`src/fcd_pkg.sv`:
```
`default_nettype none
package fcd_pkg;

    localparam int unsigned ADDR_W   = 20;
    localparam int unsigned DATA_W   = 8;
    localparam int unsigned BLOCK_HI = 19;
    localparam int unsigned BLOCK_LO = 16;
    localparam int unsigned BLOCK_W  = BLOCK_HI - BLOCK_LO + 1;
    localparam int unsigned TIMER_W  = 16;

    // command codes
    localparam logic [7:0] CMD_READ_ARRAY   = 8'hFF;
    localparam logic [7:0] CMD_READ_ID      = 8'h90;
    localparam logic [7:0] CMD_READ_STATUS  = 8'h70;
    localparam logic [7:0] CMD_CLEAR_STATUS = 8'h50;
    localparam logic [7:0] CMD_PROG_SETUP   = 8'h40;
    localparam logic [7:0] CMD_PROG_ALT     = 8'h10;
    localparam logic [7:0] CMD_ERASE_SETUP  = 8'h20;
    localparam logic [7:0] CMD_CONFIRM      = 8'hD0;
    localparam logic [7:0] CMD_SUSPEND      = 8'hB0;

    // identifier values: arbitrary neutral values
    localparam logic [7:0] MAKER_CODE_DEF = 8'h5A;
    localparam logic [7:0] PART_CODE_DEF  = 8'h3C;

    // status byte field positions
    localparam int unsigned ST_READY   = 7;
    localparam int unsigned ST_SUSP    = 6;
    localparam int unsigned ST_EFAIL   = 5;
    localparam int unsigned ST_WFAIL   = 4;
    localparam int unsigned ST_SUPPLY  = 3;
    localparam logic [2:0]  ST_LOW_RSV = 3'h0;

    // internal operation lengths in clock cycles
    localparam logic [TIMER_W-1:0] PROG_CYCLES  = 16'h0010;
    localparam logic [TIMER_W-1:0] ERASE_CYCLES = 16'h0400;
    // erase may pause only where the low count bits are all zero
    localparam logic [TIMER_W-1:0] PAUSE_MASK   = 16'h000F;
    localparam logic [TIMER_W-1:0] TIMER_ZERO   = 16'h0000;
    localparam logic [TIMER_W-1:0] TIMER_ONE    = 16'h0001;

    typedef enum logic [1:0] {
        FCD_RD_ARRAY  = 2'b00,
        FCD_RD_STATUS = 2'b01,
        FCD_RD_ID     = 2'b11
    } fcd_read_mode_t;

    typedef enum logic [1:0] {
        FCD_CMD_IDLE   = 2'b00,
        FCD_CMD_PSETUP = 2'b01,
        FCD_CMD_ESETUP = 2'b11
    } fcd_cmd_state_t;

    typedef enum logic [1:0] {
        FCD_ENG_IDLE  = 2'b00,
        FCD_ENG_PROG  = 2'b01,
        FCD_ENG_ERASE = 2'b11,
        FCD_ENG_SUSP  = 2'b10
    } fcd_eng_state_t;

endpackage
`default_nettype wire

```
`src/fcd_timer_if.sv`:
```
`timescale 1ns/100ps
`default_nettype none
interface fcd_timer_if;
    import fcd_pkg::*;
    logic                 start;
    logic [TIMER_W-1:0]   length;
    logic                 run;
    logic                 abort;
    logic                 done;
    logic                 at_point;

    modport ctrl (output start, output length, output run, output abort,
                  input done, input at_point);
    modport tmr  (input start, input length, input run, input abort,
                  output done, output at_point);
endinterface
`default_nettype wire

```
`src/fcd_op_timer.sv`:
```
`timescale 1ns/100ps
`default_nettype none
module fcd_op_timer
    import fcd_pkg::*;
(
    input  wire logic   clk_i,
    input  wire logic   rst_n_i,
    fcd_timer_if.tmr    tif
);
    logic [TIMER_W-1:0] count_q;

    always_ff @(posedge clk_i or negedge rst_n_i) begin
        if (!rst_n_i) begin
            count_q <= TIMER_ZERO;
        end else if (tif.abort) begin
            count_q <= TIMER_ZERO;
        end else if (tif.start) begin
            count_q <= tif.length;
        end else if (tif.run && count_q != TIMER_ZERO) begin
            count_q <= count_q - TIMER_ONE;
        end
    end

    assign tif.done     = tif.run && !tif.start && count_q == TIMER_ONE;
    assign tif.at_point = (count_q & PAUSE_MASK) == TIMER_ZERO;
endmodule
`default_nettype wire

```
`src/fcd_status_latch.sv`:
```
`timescale 1ns/100ps
`default_nettype none
module fcd_status_latch
    import fcd_pkg::*;
(
    input  wire logic              clk_i,
    input  wire logic              rst_n_i,
    input  wire logic              read_start_i,
    input  wire logic [DATA_W-1:0] status_i,
    output logic      [DATA_W-1:0] held_o
);
    // the byte shown to a read is frozen at the start of that read
    always_ff @(posedge clk_i or negedge rst_n_i) begin
        if (!rst_n_i) begin
            held_o <= '0;
        end else if (read_start_i) begin
            held_o <= status_i;
        end
    end
endmodule
`default_nettype wire

```
`src/fcd_top.sv`:
```
`timescale 1ns/100ps
`default_nettype none
module fcd_top
    import fcd_pkg::*;
#(
    parameter logic [7:0] MAKER_CODE = MAKER_CODE_DEF,
    parameter logic [7:0] PART_CODE  = PART_CODE_DEF
) (
    input  wire logic               clk_i,
    input  wire logic               resetn_i,
    input  wire logic               low_byte_select_n_i,
    input  wire logic               high_byte_select_n_i,
    input  wire logic               we_n_i,
    input  wire logic               oe_n_i,
    input  wire logic [ADDR_W-1:0]  addr_i,
    input  wire logic [DATA_W-1:0]  data_i,
    input  wire logic [DATA_W-1:0]  array_data_i,
    input  wire logic               programming_supply_high_i,
    input  wire logic               deep_sleep_i,
    input  wire logic               op_fail_i,
    output logic      [DATA_W-1:0]  data_o,
    output logic                    data_oe_o,
    output logic      [ADDR_W-1:0]  array_addr_o,
    output logic                    prog_start_o,
    output logic      [ADDR_W-1:0]  prog_addr_o,
    output logic      [DATA_W-1:0]  prog_data_o,
    output logic                    erase_start_o,
    output logic                    erase_busy_o,
    output logic      [BLOCK_W-1:0] erase_block_o,
    output logic                    card_ready_line_o
);

    ////////////////////////////////////////////////////////////////////////
    // reset release and strobe sampling

    logic [1:0] rst_sync_q;
    logic       rst_n;

    always_ff @(posedge clk_i or negedge resetn_i) begin
        if (!resetn_i) begin
            rst_sync_q <= 2'b00;
        end else begin
            rst_sync_q <= {rst_sync_q[0], 1'b1};
        end
    end
    assign rst_n = rst_sync_q[1];

    logic selected;
    logic we_n_q;
    logic read_act_q;
    logic read_act;
    logic write_evt;
    logic read_start;
    logic sleep_q;

    assign selected   = !low_byte_select_n_i || !high_byte_select_n_i;
    assign read_act   = selected && !oe_n_i;
    // commands and data are taken when the write strobe rises
    assign write_evt  = we_n_i && !we_n_q && selected;
    // a read begins at whichever of strobe or select falls last
    assign read_start = read_act && !read_act_q;

    always_ff @(posedge clk_i or negedge rst_n) begin
        if (!rst_n) begin
            we_n_q     <= 1'b1;
            read_act_q <= 1'b0;
            sleep_q    <= 1'b0;
        end else begin
            we_n_q     <= we_n_i;
            read_act_q <= read_act;
            sleep_q    <= deep_sleep_i;
        end
    end

    ////////////////////////////////////////////////////////////////////////
    // state

    fcd_read_mode_t mode_q;
    fcd_cmd_state_t cmd_q;
    fcd_eng_state_t eng_q;
    logic           susp_req_q;
    logic           efail_q;
    logic           wfail_q;
    logic           supply_q;
    logic [7:0]     cmd;
    logic           in_frozen_block;
    logic           supply_ok;
    logic           running;
    logic           sleep_exit;

    fcd_timer_if tif ();

    assign cmd        = data_i;
    assign supply_ok  = programming_supply_high_i;
    assign running    = eng_q == FCD_ENG_PROG || eng_q == FCD_ENG_ERASE;
    assign sleep_exit = sleep_q && !deep_sleep_i;
    assign in_frozen_block = addr_i[BLOCK_HI:BLOCK_LO] == erase_block_o;

    // events decoded from the host write
    logic do_prog;
    logic do_erase;
    logic bad_confirm;
    logic low_supply_op;
    logic do_clear;
    logic do_suspend;
    logic do_resume;
    logic pause_now;
    logic supply_abort;

    always_comb begin
        do_prog       = 1'b0;
        do_erase      = 1'b0;
        bad_confirm   = 1'b0;
        low_supply_op = 1'b0;
        do_clear      = 1'b0;
        do_suspend    = 1'b0;
        do_resume     = 1'b0;
        if (write_evt && !deep_sleep_i) begin
            case (eng_q)
                FCD_ENG_IDLE: begin
                    case (cmd_q)
                        FCD_CMD_PSETUP: begin
                            do_prog       = supply_ok;
                            low_supply_op = !supply_ok;
                        end
                        FCD_CMD_ESETUP: begin
                            if (cmd == CMD_CONFIRM) begin
                                do_erase      = supply_ok;
                                low_supply_op = !supply_ok;
                            end else begin
                                bad_confirm = 1'b1;
                            end
                        end
                        default: begin
                            do_clear = cmd == CMD_CLEAR_STATUS;
                        end
                    endcase
                end
                FCD_ENG_ERASE: begin
                    do_suspend = cmd == CMD_SUSPEND;
                end
                FCD_ENG_SUSP: begin
                    do_resume = cmd == CMD_CONFIRM;
                end
                default: begin
                end
            endcase
        end
    end

    assign pause_now    = eng_q == FCD_ENG_ERASE && susp_req_q
                          && tif.at_point;
    assign supply_abort = eng_q != FCD_ENG_IDLE && !supply_ok;

    ////////////////////////////////////////////////////////////////////////
    // command front end: read mode and setup sequencing

    always_ff @(posedge clk_i or negedge rst_n) begin
        if (!rst_n) begin
            mode_q <= FCD_RD_ARRAY;
            cmd_q  <= FCD_CMD_IDLE;
        end else if (deep_sleep_i || sleep_exit) begin
            mode_q <= FCD_RD_ARRAY;
            cmd_q  <= FCD_CMD_IDLE;
        end else if (write_evt) begin
            cmd_q <= FCD_CMD_IDLE;
            case (eng_q)
                FCD_ENG_IDLE: begin
                    if (cmd_q != FCD_CMD_IDLE) begin
                        mode_q <= FCD_RD_STATUS;
                    end else begin
                        case (cmd)
                            CMD_READ_ARRAY: mode_q <= FCD_RD_ARRAY;
                            CMD_READ_ID: mode_q <= FCD_RD_ID;
                            CMD_READ_STATUS: mode_q <= FCD_RD_STATUS;
                            CMD_CLEAR_STATUS: mode_q <= FCD_RD_ARRAY;
                            CMD_PROG_SETUP, CMD_PROG_ALT: begin
                                cmd_q <= FCD_CMD_PSETUP;
                            end
                            CMD_ERASE_SETUP: cmd_q <= FCD_CMD_ESETUP;
                            default: mode_q <= FCD_RD_ARRAY;
                        endcase
                    end
                end
                FCD_ENG_SUSP: begin
                    case (cmd)
                        CMD_READ_ARRAY: mode_q <= FCD_RD_ARRAY;
                        CMD_READ_STATUS: mode_q <= FCD_RD_STATUS;
                        CMD_CONFIRM: mode_q <= FCD_RD_STATUS;
                        default: begin
                        end
                    endcase
                end
                default: begin
                    // program or erase running: array-read is not seen
                    if (cmd == CMD_READ_STATUS) begin
                        mode_q <= FCD_RD_STATUS;
                    end
                end
            endcase
        end else if (running) begin
            mode_q <= FCD_RD_STATUS;
        end
    end

    ////////////////////////////////////////////////////////////////////////
    // write state machine

    assign tif.start  = do_prog || do_erase;
    assign tif.length = do_erase ? ERASE_CYCLES : PROG_CYCLES;
    assign tif.run    = running;
    assign tif.abort  = supply_abort;

    always_ff @(posedge clk_i or negedge rst_n) begin
        if (!rst_n) begin
            eng_q      <= FCD_ENG_IDLE;
            susp_req_q <= 1'b0;
        end else begin
            case (eng_q)
                FCD_ENG_IDLE: begin
                    susp_req_q <= 1'b0;
                    if (do_prog) begin
                        eng_q <= FCD_ENG_PROG;
                    end else if (do_erase) begin
                        eng_q <= FCD_ENG_ERASE;
                    end
                end
                FCD_ENG_PROG: begin
                    if (supply_abort || tif.done) begin
                        eng_q <= FCD_ENG_IDLE;
                    end
                end
                FCD_ENG_ERASE: begin
                    if (do_suspend) begin
                        susp_req_q <= 1'b1;
                    end
                    if (supply_abort || tif.done) begin
                        eng_q <= FCD_ENG_IDLE;
                    end else if (pause_now) begin
                        eng_q      <= FCD_ENG_SUSP;
                        susp_req_q <= 1'b0;
                    end
                end
                FCD_ENG_SUSP: begin
                    if (supply_abort) begin
                        eng_q <= FCD_ENG_IDLE;
                    end else if (do_resume) begin
                        eng_q <= FCD_ENG_ERASE;
                    end
                end
                default: eng_q <= FCD_ENG_IDLE;
            endcase
        end
    end

    ////////////////////////////////////////////////////////////////////////
    // sticky status bits; a set wins over a clear in the same cycle

    logic set_efail;
    logic set_wfail;

    assign set_efail = bad_confirm
        || (cmd_q == FCD_CMD_ESETUP && low_supply_op)
        || (eng_q == FCD_ENG_ERASE && tif.done && op_fail_i)
        || (supply_abort && eng_q != FCD_ENG_PROG);
    assign set_wfail = bad_confirm
        || (cmd_q == FCD_CMD_PSETUP && low_supply_op)
        || (eng_q == FCD_ENG_PROG && tif.done && op_fail_i)
        || (supply_abort && eng_q == FCD_ENG_PROG);

    always_ff @(posedge clk_i or negedge rst_n) begin
        if (!rst_n) begin
            efail_q <= 1'b0;
        end else if (set_efail) begin
            efail_q <= 1'b1;
        end else if (do_clear) begin
            efail_q <= 1'b0;
        end
    end

    always_ff @(posedge clk_i or negedge rst_n) begin
        if (!rst_n) begin
            wfail_q <= 1'b0;
        end else if (set_wfail) begin
            wfail_q <= 1'b1;
        end else if (do_clear) begin
            wfail_q <= 1'b0;
        end
    end

    always_ff @(posedge clk_i or negedge rst_n) begin
        if (!rst_n) begin
            supply_q <= 1'b0;
        end else if (low_supply_op || supply_abort) begin
            supply_q <= 1'b1;
        end else if (do_clear) begin
            supply_q <= 1'b0;
        end
    end

    logic [DATA_W-1:0] status_live;
    logic [DATA_W-1:0] status_held;

    assign status_live = {!running, eng_q == FCD_ENG_SUSP, efail_q,
                          wfail_q, supply_q, ST_LOW_RSV};

    fcd_status_latch u_status (
        .clk_i        (clk_i),
        .rst_n_i      (rst_n),
        .read_start_i (read_start),
        .status_i     (status_live),
        .held_o       (status_held)
    );

    fcd_op_timer u_timer (
        .clk_i   (clk_i),
        .rst_n_i (rst_n),
        .tif     (tif)
    );

    ////////////////////////////////////////////////////////////////////////
    // operation outputs

    always_ff @(posedge clk_i or negedge rst_n) begin
        if (!rst_n) begin
            prog_start_o  <= 1'b0;
            prog_addr_o   <= '0;
            prog_data_o   <= '0;
            erase_start_o <= 1'b0;
            erase_block_o <= '0;
        end else begin
            prog_start_o  <= do_prog;
            erase_start_o <= do_erase;
            if (do_prog) begin
                prog_addr_o <= addr_i;
                prog_data_o <= data_i;
            end
            if (do_erase) begin
                erase_block_o <= addr_i[BLOCK_HI:BLOCK_LO];
            end
        end
    end

    always_ff @(posedge clk_i or negedge rst_n) begin
        if (!rst_n) begin
            erase_busy_o      <= 1'b0;
            card_ready_line_o <= 1'b1;
        end else begin
            erase_busy_o      <= eng_q == FCD_ENG_ERASE;
            card_ready_line_o <= !running;
        end
    end

    ////////////////////////////////////////////////////////////////////////
    // read data path

    logic [DATA_W-1:0] read_d;
    logic              show_status;

    // a read of the block under erase during suspend shows status
    assign show_status = mode_q == FCD_RD_STATUS || running
        || (eng_q == FCD_ENG_SUSP && in_frozen_block);

    always_comb begin
        if (show_status) begin
            read_d = status_held;
        end else if (mode_q == FCD_RD_ID) begin
            read_d = addr_i[0] ? PART_CODE : MAKER_CODE;
        end else begin
            read_d = array_data_i;
        end
    end

    always_ff @(posedge clk_i or negedge rst_n) begin
        if (!rst_n) begin
            data_o       <= '0;
            data_oe_o    <= 1'b0;
            array_addr_o <= '0;
        end else begin
            data_o       <= read_d;
            data_oe_o    <= read_act;
            array_addr_o <= addr_i;
        end
    end

endmodule
`default_nettype wire

```
`config.mk`:
```
export PLATFORM = sky130hd
export DESIGN_NAME = fcd_top
export DESIGN_NICKNAME = d
export VERILOG_FILES = /design/src/fcd_pkg.sv /design/src/fcd_timer_if.sv /design/src/fcd_op_timer.sv /design/src/fcd_status_latch.sv /design/src/fcd_top.sv
export SDC_FILE = /design/constraint.sdc
export NUM_CORES = 1
export LEC_CHECK = 0
export BUFFER_PORTS_ARGS = -buffer_cell sky130_fd_sc_hd__clkbuf_2
export CELL_PAD_IN_SITES_DETAIL_PLACEMENT = 0
export CELL_PAD_IN_SITES_GLOBAL_PLACEMENT = 1
export CORE_MARGIN = 1
export CORE_UTILIZATION = 43
export DETAILED_ROUTE_END_ITERATION = 6
export PLACE_DENSITY_LB_ADDON = 0.1
export SLEW_MARGIN = 20
export SYNTH_ARGS = -nofsm -noshare
export SYNTH_HDL_FRONTEND = slang
export SYNTH_HIERARCHICAL = 1
export SYNTH_SLANG_ARGS = --single-unit
```
`constraint.sdc`:
```
create_clock -name clk_i -period 3.7 [get_ports clk_i]
set_input_delay 0.925 -clock clk_i [delete_from_list [all_inputs] [get_ports clk_i]]
set_output_delay 0.925 -clock clk_i [all_outputs]
set_load 0.02 [all_outputs]
```
==> flow_summary.toml, run 1 <==
[worst_setup_path]
cp.required_ns = 3.97
crit_path_cell_trace = "clkbuf_2 -> or4_4 -> nor3b_4 -> nand4_4 -> nand2_1 -> nor4_4 -> and4_1 -> nand2b_1 -> a21boi_0 -> o21ai_0 -> mux2i_1"
cp-startpoint = "data_i[1]"
cp-start-kind = "input port"
rr_startpoint = "u_timer/count_q[9]"
slowest_stage = "or4_4"
path_max_fanout = 5
endpoint_kind = "register"
crit_family = "simple AND/OR/NAND/NOR gates"
ff2ff_path_depth = 6
cp_data_arrival_time_ns = 3.18
worst-setup-path-type = "in -> reg"
reg2reg_to = "eng_q[0]"
regToRegSetupSlack_ns = 1.20
crit_buf_inv = 1
cpPeakStageDelay_ns = 0.58

[outcome]
outcome = "completed"

[clocking]
cts_max_path_buffers = 2
htreeDepth = 3
clkTransAtPathRegs_ns = 0.07
clkLatencyLatePin_ns = 0.34
cts_resized = 0
postCtsHoldBufs = 0
postCtsSetupRepairBufs = 0
cts_root_buf = "clkbuf_16"
numClockSinks = 103
cts_inserted_buffers = 9
cts_tree = "built"

[hold_path]
min_path_type = "reg -> async"

[timing]
relSlewSlack_pct = 55.3
fin_crit_ns = 2.91
setup-tns-final_ns = 0
rsz0062_at_grt = "false"
final-max-slew-violation-count = 0
max_freq_mhz = 343
final.setup_skew_ns = 0.00603
setup_viol = 0
hold_viol = 0
setup_ws_ns = 0.786
period_share_pct = 78.8
worst_pin_slew_ns = 0.669

[placed_design]
port_buffers = 109
placedCellCount = 670
detailed_place_hpwl_um = 8020
gp_congestion = 0.852
place_ws_ns = 0.419

[floorplanning]
start_util_pct = 44.8
rows = 38
fp.dieH_um = 109
io_pins = 110
die_w_um = 109
core_region_area_sq_um = 11000
die_area_sq_um = 11900

[detailed_routing]
totalWireLength_um = 10700
dr.pass1.iters = 4
drtIter0Drc = 124
dr_total_vias = 3566
ant_nets = 0
wire_per_inst_um = 15.7
viasPerCell = 5.20
drc = 0

[global_routing]
grt_pass1_vias = 3393
grt_overflow = 0
grt.total_usage_pct = 19.3
grt_max_degree = 46
antenna_found_initial = 0
grt_pass1_wl_um = 17400

[cells_and_area]
fin_cells = 686
multi_input_area_sq_um = 2100
seqCellArea_sq_um = 2580
drive_above_1_share_pct = 35.9
nets = 593
antenna-diode-count = 0
fillers = 1008
area_delta_synth_final_pct = 19.1

[logic_synthesis]
syn_area_per_cell_sq_um = 11.9
ys_types = 67
synth_top_area_cell = "dfrtp_1"
synth_top_cell_area_share_pct = 51.3
yosys_warnings = 6
synth_area_leaders = "dfrtp_1, mux2_2, mux2_4, nor2_1, bufbuf_16"
syn_area_sq_um = 4920
ys.flop_type = "dfrtp_1"
ys_seq_elements = 103
synthArstFlopShare_pct = 100
seq_area_frac_synth_pct = 52.4
synth-edff-count = 0
synthCells = 415

[pwr]
power_density_nw_per_um2 = 674
ir_drop_uv = 314
p_leak_uw = 0.00287

[flow_run]
maxCapViolCount = 0
metal layers:
layer	GRT usage, %	wire (um)	vias to the layer above
li1	-	-	1745
met1	25.7	4990	1710
met5	0	0	-
met2	31.3	5090	98
met3	3.77	488	13
met4	6.85	167	0
state kept, by name, summed over array words and instances, names as in the netlist, 4 cells and up:
signal / count
erase_block_o: 4
array_addr_o: 20
u_timer/count_q: 16
prog_data_o: 8
prog_addr_o: 20
u_status/held_o: 8
data_o: 8
kinds of logic (layout without fill, tap and decap cells):
logic type / count (synthesis) / count (layout) / synth area share (%)
AND/OR/NAND/NOR: 127 / 127 / 15.3
flip-flops: 103 / 103 / 52.4
AO/OA/AOI/OAI: 81 / 81 / 11.5
multiplexers: 44 / 44 / 10.6
buffers and inverters: 39 / 154 / 6.12
XOR/XNOR: 12 / 12 / 2.13
adder cells (fa/ha/maj): 7 / 7 / 1.78
other: 2 / 18 / 0.152
cell type report:
cell class | instances | share of cell area [%]
multi-input cells | 289 | 35.8
repair buffers | 119 | 10.6
flip-flops and latches | 103 | 44.0
inverters | 19 | 1.22
well taps | 140 | 2.99
clock inverters | 7 | 1.49
clock buffers | 9 | 3.84
stage by stage:
step	total power [uW]	util (%)	area, sq um	hold slack (ns)
after global placement	2990	50.6	5550	0.253
after CTS	3990	53.4	5870	0.270
after floorplan	2630	-	4980	0.331
final	3960	53.4	5870	0.252
after global routing	4210	53.4	5870	0.291
after detailed placement	2990	50.6	5550	0.266
cell usage in the layout (no fill, tap or decap), drive strengths merged, types with 11 or more instances in the layout:
cell type | netlist | final
nor3 | 17 | 17
mux2 | 41 | 41
nor2 | 30 | 30
nand2 | 21 | 21
a21oi | 16 | 16
clkbuf | 9 | 118
nor4 | 11 | 11
conb | 2 | 18
inv | 19 | 23
dfrtp | 101 | 101
power breakdown:
group	total [uW]	leakage [uW]	switching, uW	internal, uW
clock	984	0.000154	443	541
combinational	1510	0.00142	899	614
sequential	1460	0.00130	144	1320
total	3960	0.00287	1490	2470
cell usage after synthesis (all sizes together), types with 4 or more instances:
master	count
buf	8
nand2	21
a211oi	5
dfrtp	101
xnor2	4
mux2	41
clkbuf	9
o21a	8
nor3b	4
ha	7
nand3	9
o22ai	9
xor2	8
nand4	5
inv	19
nor2	30
nor4	11
o21ai	10
or4	6
nand2b	5
a21oi	16
nor3	17
how the worst max path moves through the flow:
stage / end / slack (ns) / depth (start not counted)
floorplan: u_timer/count_q[9] / 0.57 / 8
global placement: eng_q[1] / 0.45 / 11
detailed placement: eng_q[1] / 0.42 / 11
CTS: eng_q[1] / 0.78 / 11
global route: eng_q[1] / 0.57 / 11
finish: eng_q[1] / 0.79 / 11
Note: power is estimated with default switching activity, not from simulation.
==> inputs of run 2 (changes only) <==
--- a/config.mk
+++ b/config.mk
@@ -9,7 +9,7 @@
 export CELL_PAD_IN_SITES_DETAIL_PLACEMENT = 0
 export CELL_PAD_IN_SITES_GLOBAL_PLACEMENT = 1
 export CORE_MARGIN = 1
-export CORE_UTILIZATION = 43
+export CORE_UTILIZATION = 39
 export DETAILED_ROUTE_END_ITERATION = 6
 export PLACE_DENSITY_LB_ADDON = 0.1
 export SLEW_MARGIN = 20
==> constraint.sdc (replaced) <==
create_clock -name clk_i -period 2.53 [get_ports clk_i]
set_input_delay 0.6325 -clock clk_i [delete_from_list [all_inputs] [get_ports clk_i]]
set_output_delay 0.6325 -clock clk_i [all_outputs]
set_load 0.02 [all_outputs]
==> run 2 against run 1 <==
Compared with the run above: sequential power increased by 46%; clock power increased by 35%; design area increased by 4.9%; wire length increased by 2.0%; setup slack got worse by 0.62 ns; non-clock buffer count increased by 32; hold slack got worse by 0.19 ns; flip-flop and latch count unchanged; combinational power increased by 65%; clock skew increased by 0.0010 ns; die area increased by 10%; via count increased by 3.7%; critical path type unchanged.
==> flow_summary.toml, run 2 (synthesized netlist as in run 1, its figures left out) <==
[outcome]
outcome = "completed"

[cells_and_area]
nets = 625
final_cell_mix = "clkbuf_2, dfrtp_1, buf_4, mux2_2, nor2_1"
final_area_sq_um = 6150
drive_above_1_share_pct = 40.1
area_delta_synth_final_pct = 25.0
top_regs = "array_addr_o (20), prog_addr_o (20), u_timer/count_q (16)"
antenna-diode-count = 0
utilization_pct = 50.6
final_common_cell = "clkbuf_2"

[hold_path]
min_path_type = "in -> async"

[placed_design]
gp_congestion = 0.779
place_area_sq_um = 5860
detailed_place_hpwl_um = 8200
port_buffers = 109

[pwr]
p_seq_share_pct = 35.7
pwr-share-comb_pct = 41.8
ir_drop_uv = 389
internal_power_uw = 3740
clockPowerShare_pct = 22.4
power_density_nw_per_um2 = 966
switchingPower_uw = 2210
p_leak_uw = 0.00303
switching_share_pct = 37.1

[worst_setup_path]
worst-setup-path-type = "in -> reg"
path_max_fanout = 4
cp.required_ns = 2.80
endpoint_kind = "register"
cp-start-kind = "input port"
cp_data_arrival_time_ns = 2.64

[clocking]
numClockSinks = 103
cts_max_path_buffers = 2
cts_tree = "built"
clkTransAtPathRegs_ns = 0.07
cts_root_buf = "clkbuf_16"
clkLatencyLatePin_ns = 0.35
cts_inserted_buffers = 9
htreeDepth = 3

[timing]
hold_viol = 0
setup_viol = 0
max_freq_mhz = 422
worst_pin_slew_ns = 0.785
relSlewSlack_pct = 47.6
fin_crit_ns = 2.37
rsz0062_at_grt = "false"
period_share_pct = 93.6
setup-tns-final_ns = 0
hold_slack_ns = 0.0581
final-max-slew-violation-count = 0
final.setup_skew_ns = 0.00704

[floorplanning]
core_region_area_sq_um = 12200
rows = 40
die_area_sq_um = 13100
die_w_um = 114
io_pins = 110
fp.dieH_um = 114
start_util_pct = 40.5

[global_routing]
grt.total_usage_pct = 18.3
grt_overflow = 0
grt_pass1_wl_um = 18500
antenna_found_initial = 0
grt_max_degree = 59
grt_pass1_vias = 3742

[detailed_routing]
dr.pass1.iters = 5
ant_nets = 0
drtIter0Drc = 156
wire_per_inst_um = 14.7
viasPerCell = 4.96
dr_total_vias = 3699
drc = 0
totalWireLength_um = 11000

[flow_run]
maxCapViolCount = 0
## run 2: changes by cell type in the layout (fill, tap and decap cells not counted), moves of 2 or more
cell and change:
clkbuf_1 +2, inv_8 -2, clkbuf_8 +2, nand2_1 -2
buf_4 +31
## run 2: area by class of cell
cell class              instances  area (sq um)
repair buffers                151           873
clock inverters                 3          25.0
well taps                     168           210
inverters                      19          71.3
flip-flops and latches        103          2580
multi-input cells             289          2130
clock buffers                  13           260
fillers                      1134          6010
## run 2: worst paths after layout
path / end / startpoint / cells after the start / slack (ns)
min in group clk_i: rst_sync_q[1] / rst_sync_q[0] / 0 / 0.35
min reg2reg: rst_sync_q[1] / rst_sync_q[0] / 0 / 0.35
max reg2reg: eng_q[0] / eng_q[0] / 12 / 0.18
max: eng_q[1] / data_i[2] / 12 / 0.16
min: rst_sync_q[1] / resetn_i / 1 / 0.06
max in group asynchronous: u_status/held_o[2] / rst_sync_q[1] / 1 / 1.47
## run 2: power by group through the flow
stage | sequential [uW] | clock [uW] | combinational (uW)
CTS | 2130 | 1380 | 2480
global placement | 2150 | 0 | 2440
floorplan | 2250 | 0 | 1630
detailed placement | 2160 | 0 | 2460
global route | 2170 | 1440 | 2750
finish | 2130 | 1330 | 2490
## run 2: repair_timing
| action | in CTS | in global routing |
|---|---|---|
| buffers inserted | 0 | 1 |
| hold buffers | 0 | 0 |
| resized for setup | 0 | 1 |
| setup endpoints to repair | 0 | 2 |
| hold endpoints to repair | 0 | 0 |
## run 2: metrics by stage
stage	std cells	power (uW)	worst slack, ns
after floorplan	431	3880	-0.0476
after global placement	729	4590	-0.0197
after detailed placement	729	4620	-0.0854
after CTS	745	5980	0.0104
after global routing	746	6360	0.0383
final	746	5950	0.161
## run 2: routing by layer
layer | wire length [um] | global-route usage (%) | vias up | share of wire (%)
met1 | 5320 | 24.9 | 1777 | 49
met4 | 139 | 6.75 | 0 | 1.3
met2 | 4940 | 28.8 | 108 | 45
met3 | 549 | 4.18 | 12 | 5.0
met5 | 0 | 0 | - | 0
li1 | - | - | 1802 | -
## run 2: critical path, cell delays in order
cell and delay (ns):
clkbuf_2 0.09, or4_4 0.57, nor3b_4 0.26, nand4_4 0.13, nand2_4 0.11, nor4_4 0.05, and4_4 0.19, buf_4 0.14
nand2b_1 0.13, a21boi_1 0.12, o21ai_1 0.07, mux2i_1 0.15
==> inputs of run 3 (changes only) <==
--- a/config.mk
+++ b/config.mk
@@ -12,6 +12,8 @@
 export CORE_UTILIZATION = 39
 export DETAILED_ROUTE_END_ITERATION = 6
 export PLACE_DENSITY_LB_ADDON = 0.1
+export RECOVER_POWER = 100
+export SETUP_SLACK_MARGIN = 0.4
 export SLEW_MARGIN = 20
 export SYNTH_ARGS = -nofsm -noshare
 export SYNTH_HDL_FRONTEND = slang
==> run 3 against run 2 <==
Compared with the run above: fmax grew 2.1%; setup slack improved by 0.049 ns; hold slack worse by 0.0082 ns; flip-flop and latch count stayed put; clock skew is 0.0013 ns lower; via count rose by 4.2%; clock power grew 4%; sequential share of layout area down 0.86 points; first-iteration DRC count rose by 23%.
==> flow_summary.toml, run 3 (synthesized netlist as in run 1, its figures left out) <==
[cells_and_area]
final_cell_mix = "dfrtp_1, clkbuf_1, buf_4, clkbuf_2, mux2_2"
multi_input_area_sq_um = 2190
fillers = 1179
seqCellArea_sq_um = 2580
top_regs = "array_addr_o (20), prog_addr_o (20), u_timer/count_q (16)"
area_delta_synth_final_pct = 27.5
antenna-diode-count = 0
nets = 649
fin_cells = 770
final_common_cell = "dfrtp_1"
drive_above_1_share_pct = 30.6

[flow_run]
maxCapViolCount = 0

[clocking]
clkLatencyLatePin_ns = 0.35
cts_inserted_buffers = 9
numClockSinks = 103
cts_max_path_buffers = 2
clkTransAtPathRegs_ns = 0.07
postCtsHoldBufs = 0
htreeDepth = 3
cts_root_buf = "clkbuf_16"
cts_tree = "built"

[floorplanning]
io_pins = 110
start_util_pct = 40.5
fp.dieH_um = 114
die_area_sq_um = 13100
core_region_area_sq_um = 12200
rows = 40
die_w_um = 114

[timing]
fin_crit_ns = 2.32
setup_ws_ns = 0.210
period_share_pct = 91.7
max_freq_mhz = 431
hold_slack_ns = 0.0499
setup_viol = 0
setup-tns-final_ns = 0
hold_viol = 0
relSlewSlack_pct = 23.9
final-max-slew-violation-count = 0
worst_pin_slew_ns = 1.14
rsz0062_at_grt = "true"
final.setup_skew_ns = 0.00576

[placed_design]
place_ws_ns = -0.0869
gp_congestion = 0.823
placedCellCount = 736
detailed_place_hpwl_um = 8260
port_buffers = 109

[worst_setup_path]
slowest_stage = "or4_4"
critical_path.endpoint = "u_timer/count_q[2]"
cp.required_ns = 2.78
cp-startpoint = "u_timer/count_q[8]"
crit_path_cell_trace = "or4_4 -> clkbuf_2 -> nor4_2 -> clkbuf_1 -> nor2_1 -> xor2_1 -> o21a_1"
cpPeakStageDelay_ns = 0.56
crit_buf_inv = 2
path_max_fanout = 6
cp-start-kind = "register"
regToRegSetupSlack_ns = 0.21
ff2ff_path_depth = 7
rr_startpoint = "u_timer/count_q[8]"
worstSetupPathDepth = 7
crit_family = "simple AND/OR/NAND/NOR gates"
reg2reg_to = "u_timer/count_q[2]"
cp_data_arrival_time_ns = 2.57
worst-setup-path-type = "reg -> reg"
endpoint_kind = "register"

[detailed_routing]
dr.pass1.iters = 5
wire_per_inst_um = 14.9
totalWireLength_um = 11500
drc = 0
ant_nets = 0
dr_total_vias = 3853
viasPerCell = 5.00
drtIter0Drc = 192

[global_routing]
grt_pass1_wl_um = 19200
grt.total_usage_pct = 19.1
grt_max_degree = 46
grt_pass1_vias = 3748
grt_overflow = 0
antenna_found_initial = 0

[pwr]
total_power_uw = 6240
power_density_nw_per_um2 = 995
ir_drop_uv = 418
p_leak_uw = 0.00287

[outcome]
outcome = "completed"

[hold_path]
min_path_type = "in -> async"
==> run 3: report_power, final <==
part / total (uW) / switching [uW] / internal (uW)
Clock: 1380 / 648 / 730
Sequential: 2110 / 188 / 1920
Combinational: 2750 / 1540 / 1210
Total: 6240 / 2380 / 3860
==> run 3: how the worst min path moves through the flow <==
stage / slack (ns) / endpoint / cells past startpoint / start
6_report: 0.05 / rst_sync_q[0] / 1 / resetn_i
5_1_grt: 0.05 / rst_sync_q[0] / 1 / resetn_i
3_3_place_gp: 0.26 / u_timer/count_q[15] / 0 / rst_sync_q[1]
2_1_floorplan: 0.33 / rst_sync_q[1] / 0 / rst_sync_q[0]
3_5_place_dp: 0.26 / u_timer/count_q[15] / 0 / rst_sync_q[1]
4_1_cts: 0.04 / rst_sync_q[1] / 1 / resetn_i
==> run 3: per-stage QoR <==
stage               cell area (sq um)  utilization, %
detailed placement               5940            48.9
CTS                              6370            52.4
global placement                 5940            48.9
global route                     6280            51.6
finish                           6280            51.6
floorplan                        5060               -
==> run 3: metal layers <==
layer  vias up  part of all wire [%]  global-route usage, %
li1       1856                     -                      -
met1      1819                    49                   27.6
met2       162                    42                   27.4
met3        16                   6.8                   4.39
met4         0                   1.8                   7.79
met5         -                     0                      0
==> run 3: repair_timing <==
item / 4_1_cts / 5_1_grt
buffers inserted: 10 / 8
resized for setup: 17 / 24
cloned: 0 / 0
pin swaps: 9 / 11
endpoints found under the setup margin: 22 / 30
==> run 3: cell type report <==
cell class,instances,area share (%)
repair buffers,175,14.9
multi-input cells,289,34.9
clock inverters,5,0.638
inverters,19,1.14
well taps,168,3.35
clock buffers,11,4.03
flip-flops and latches,103,41.1
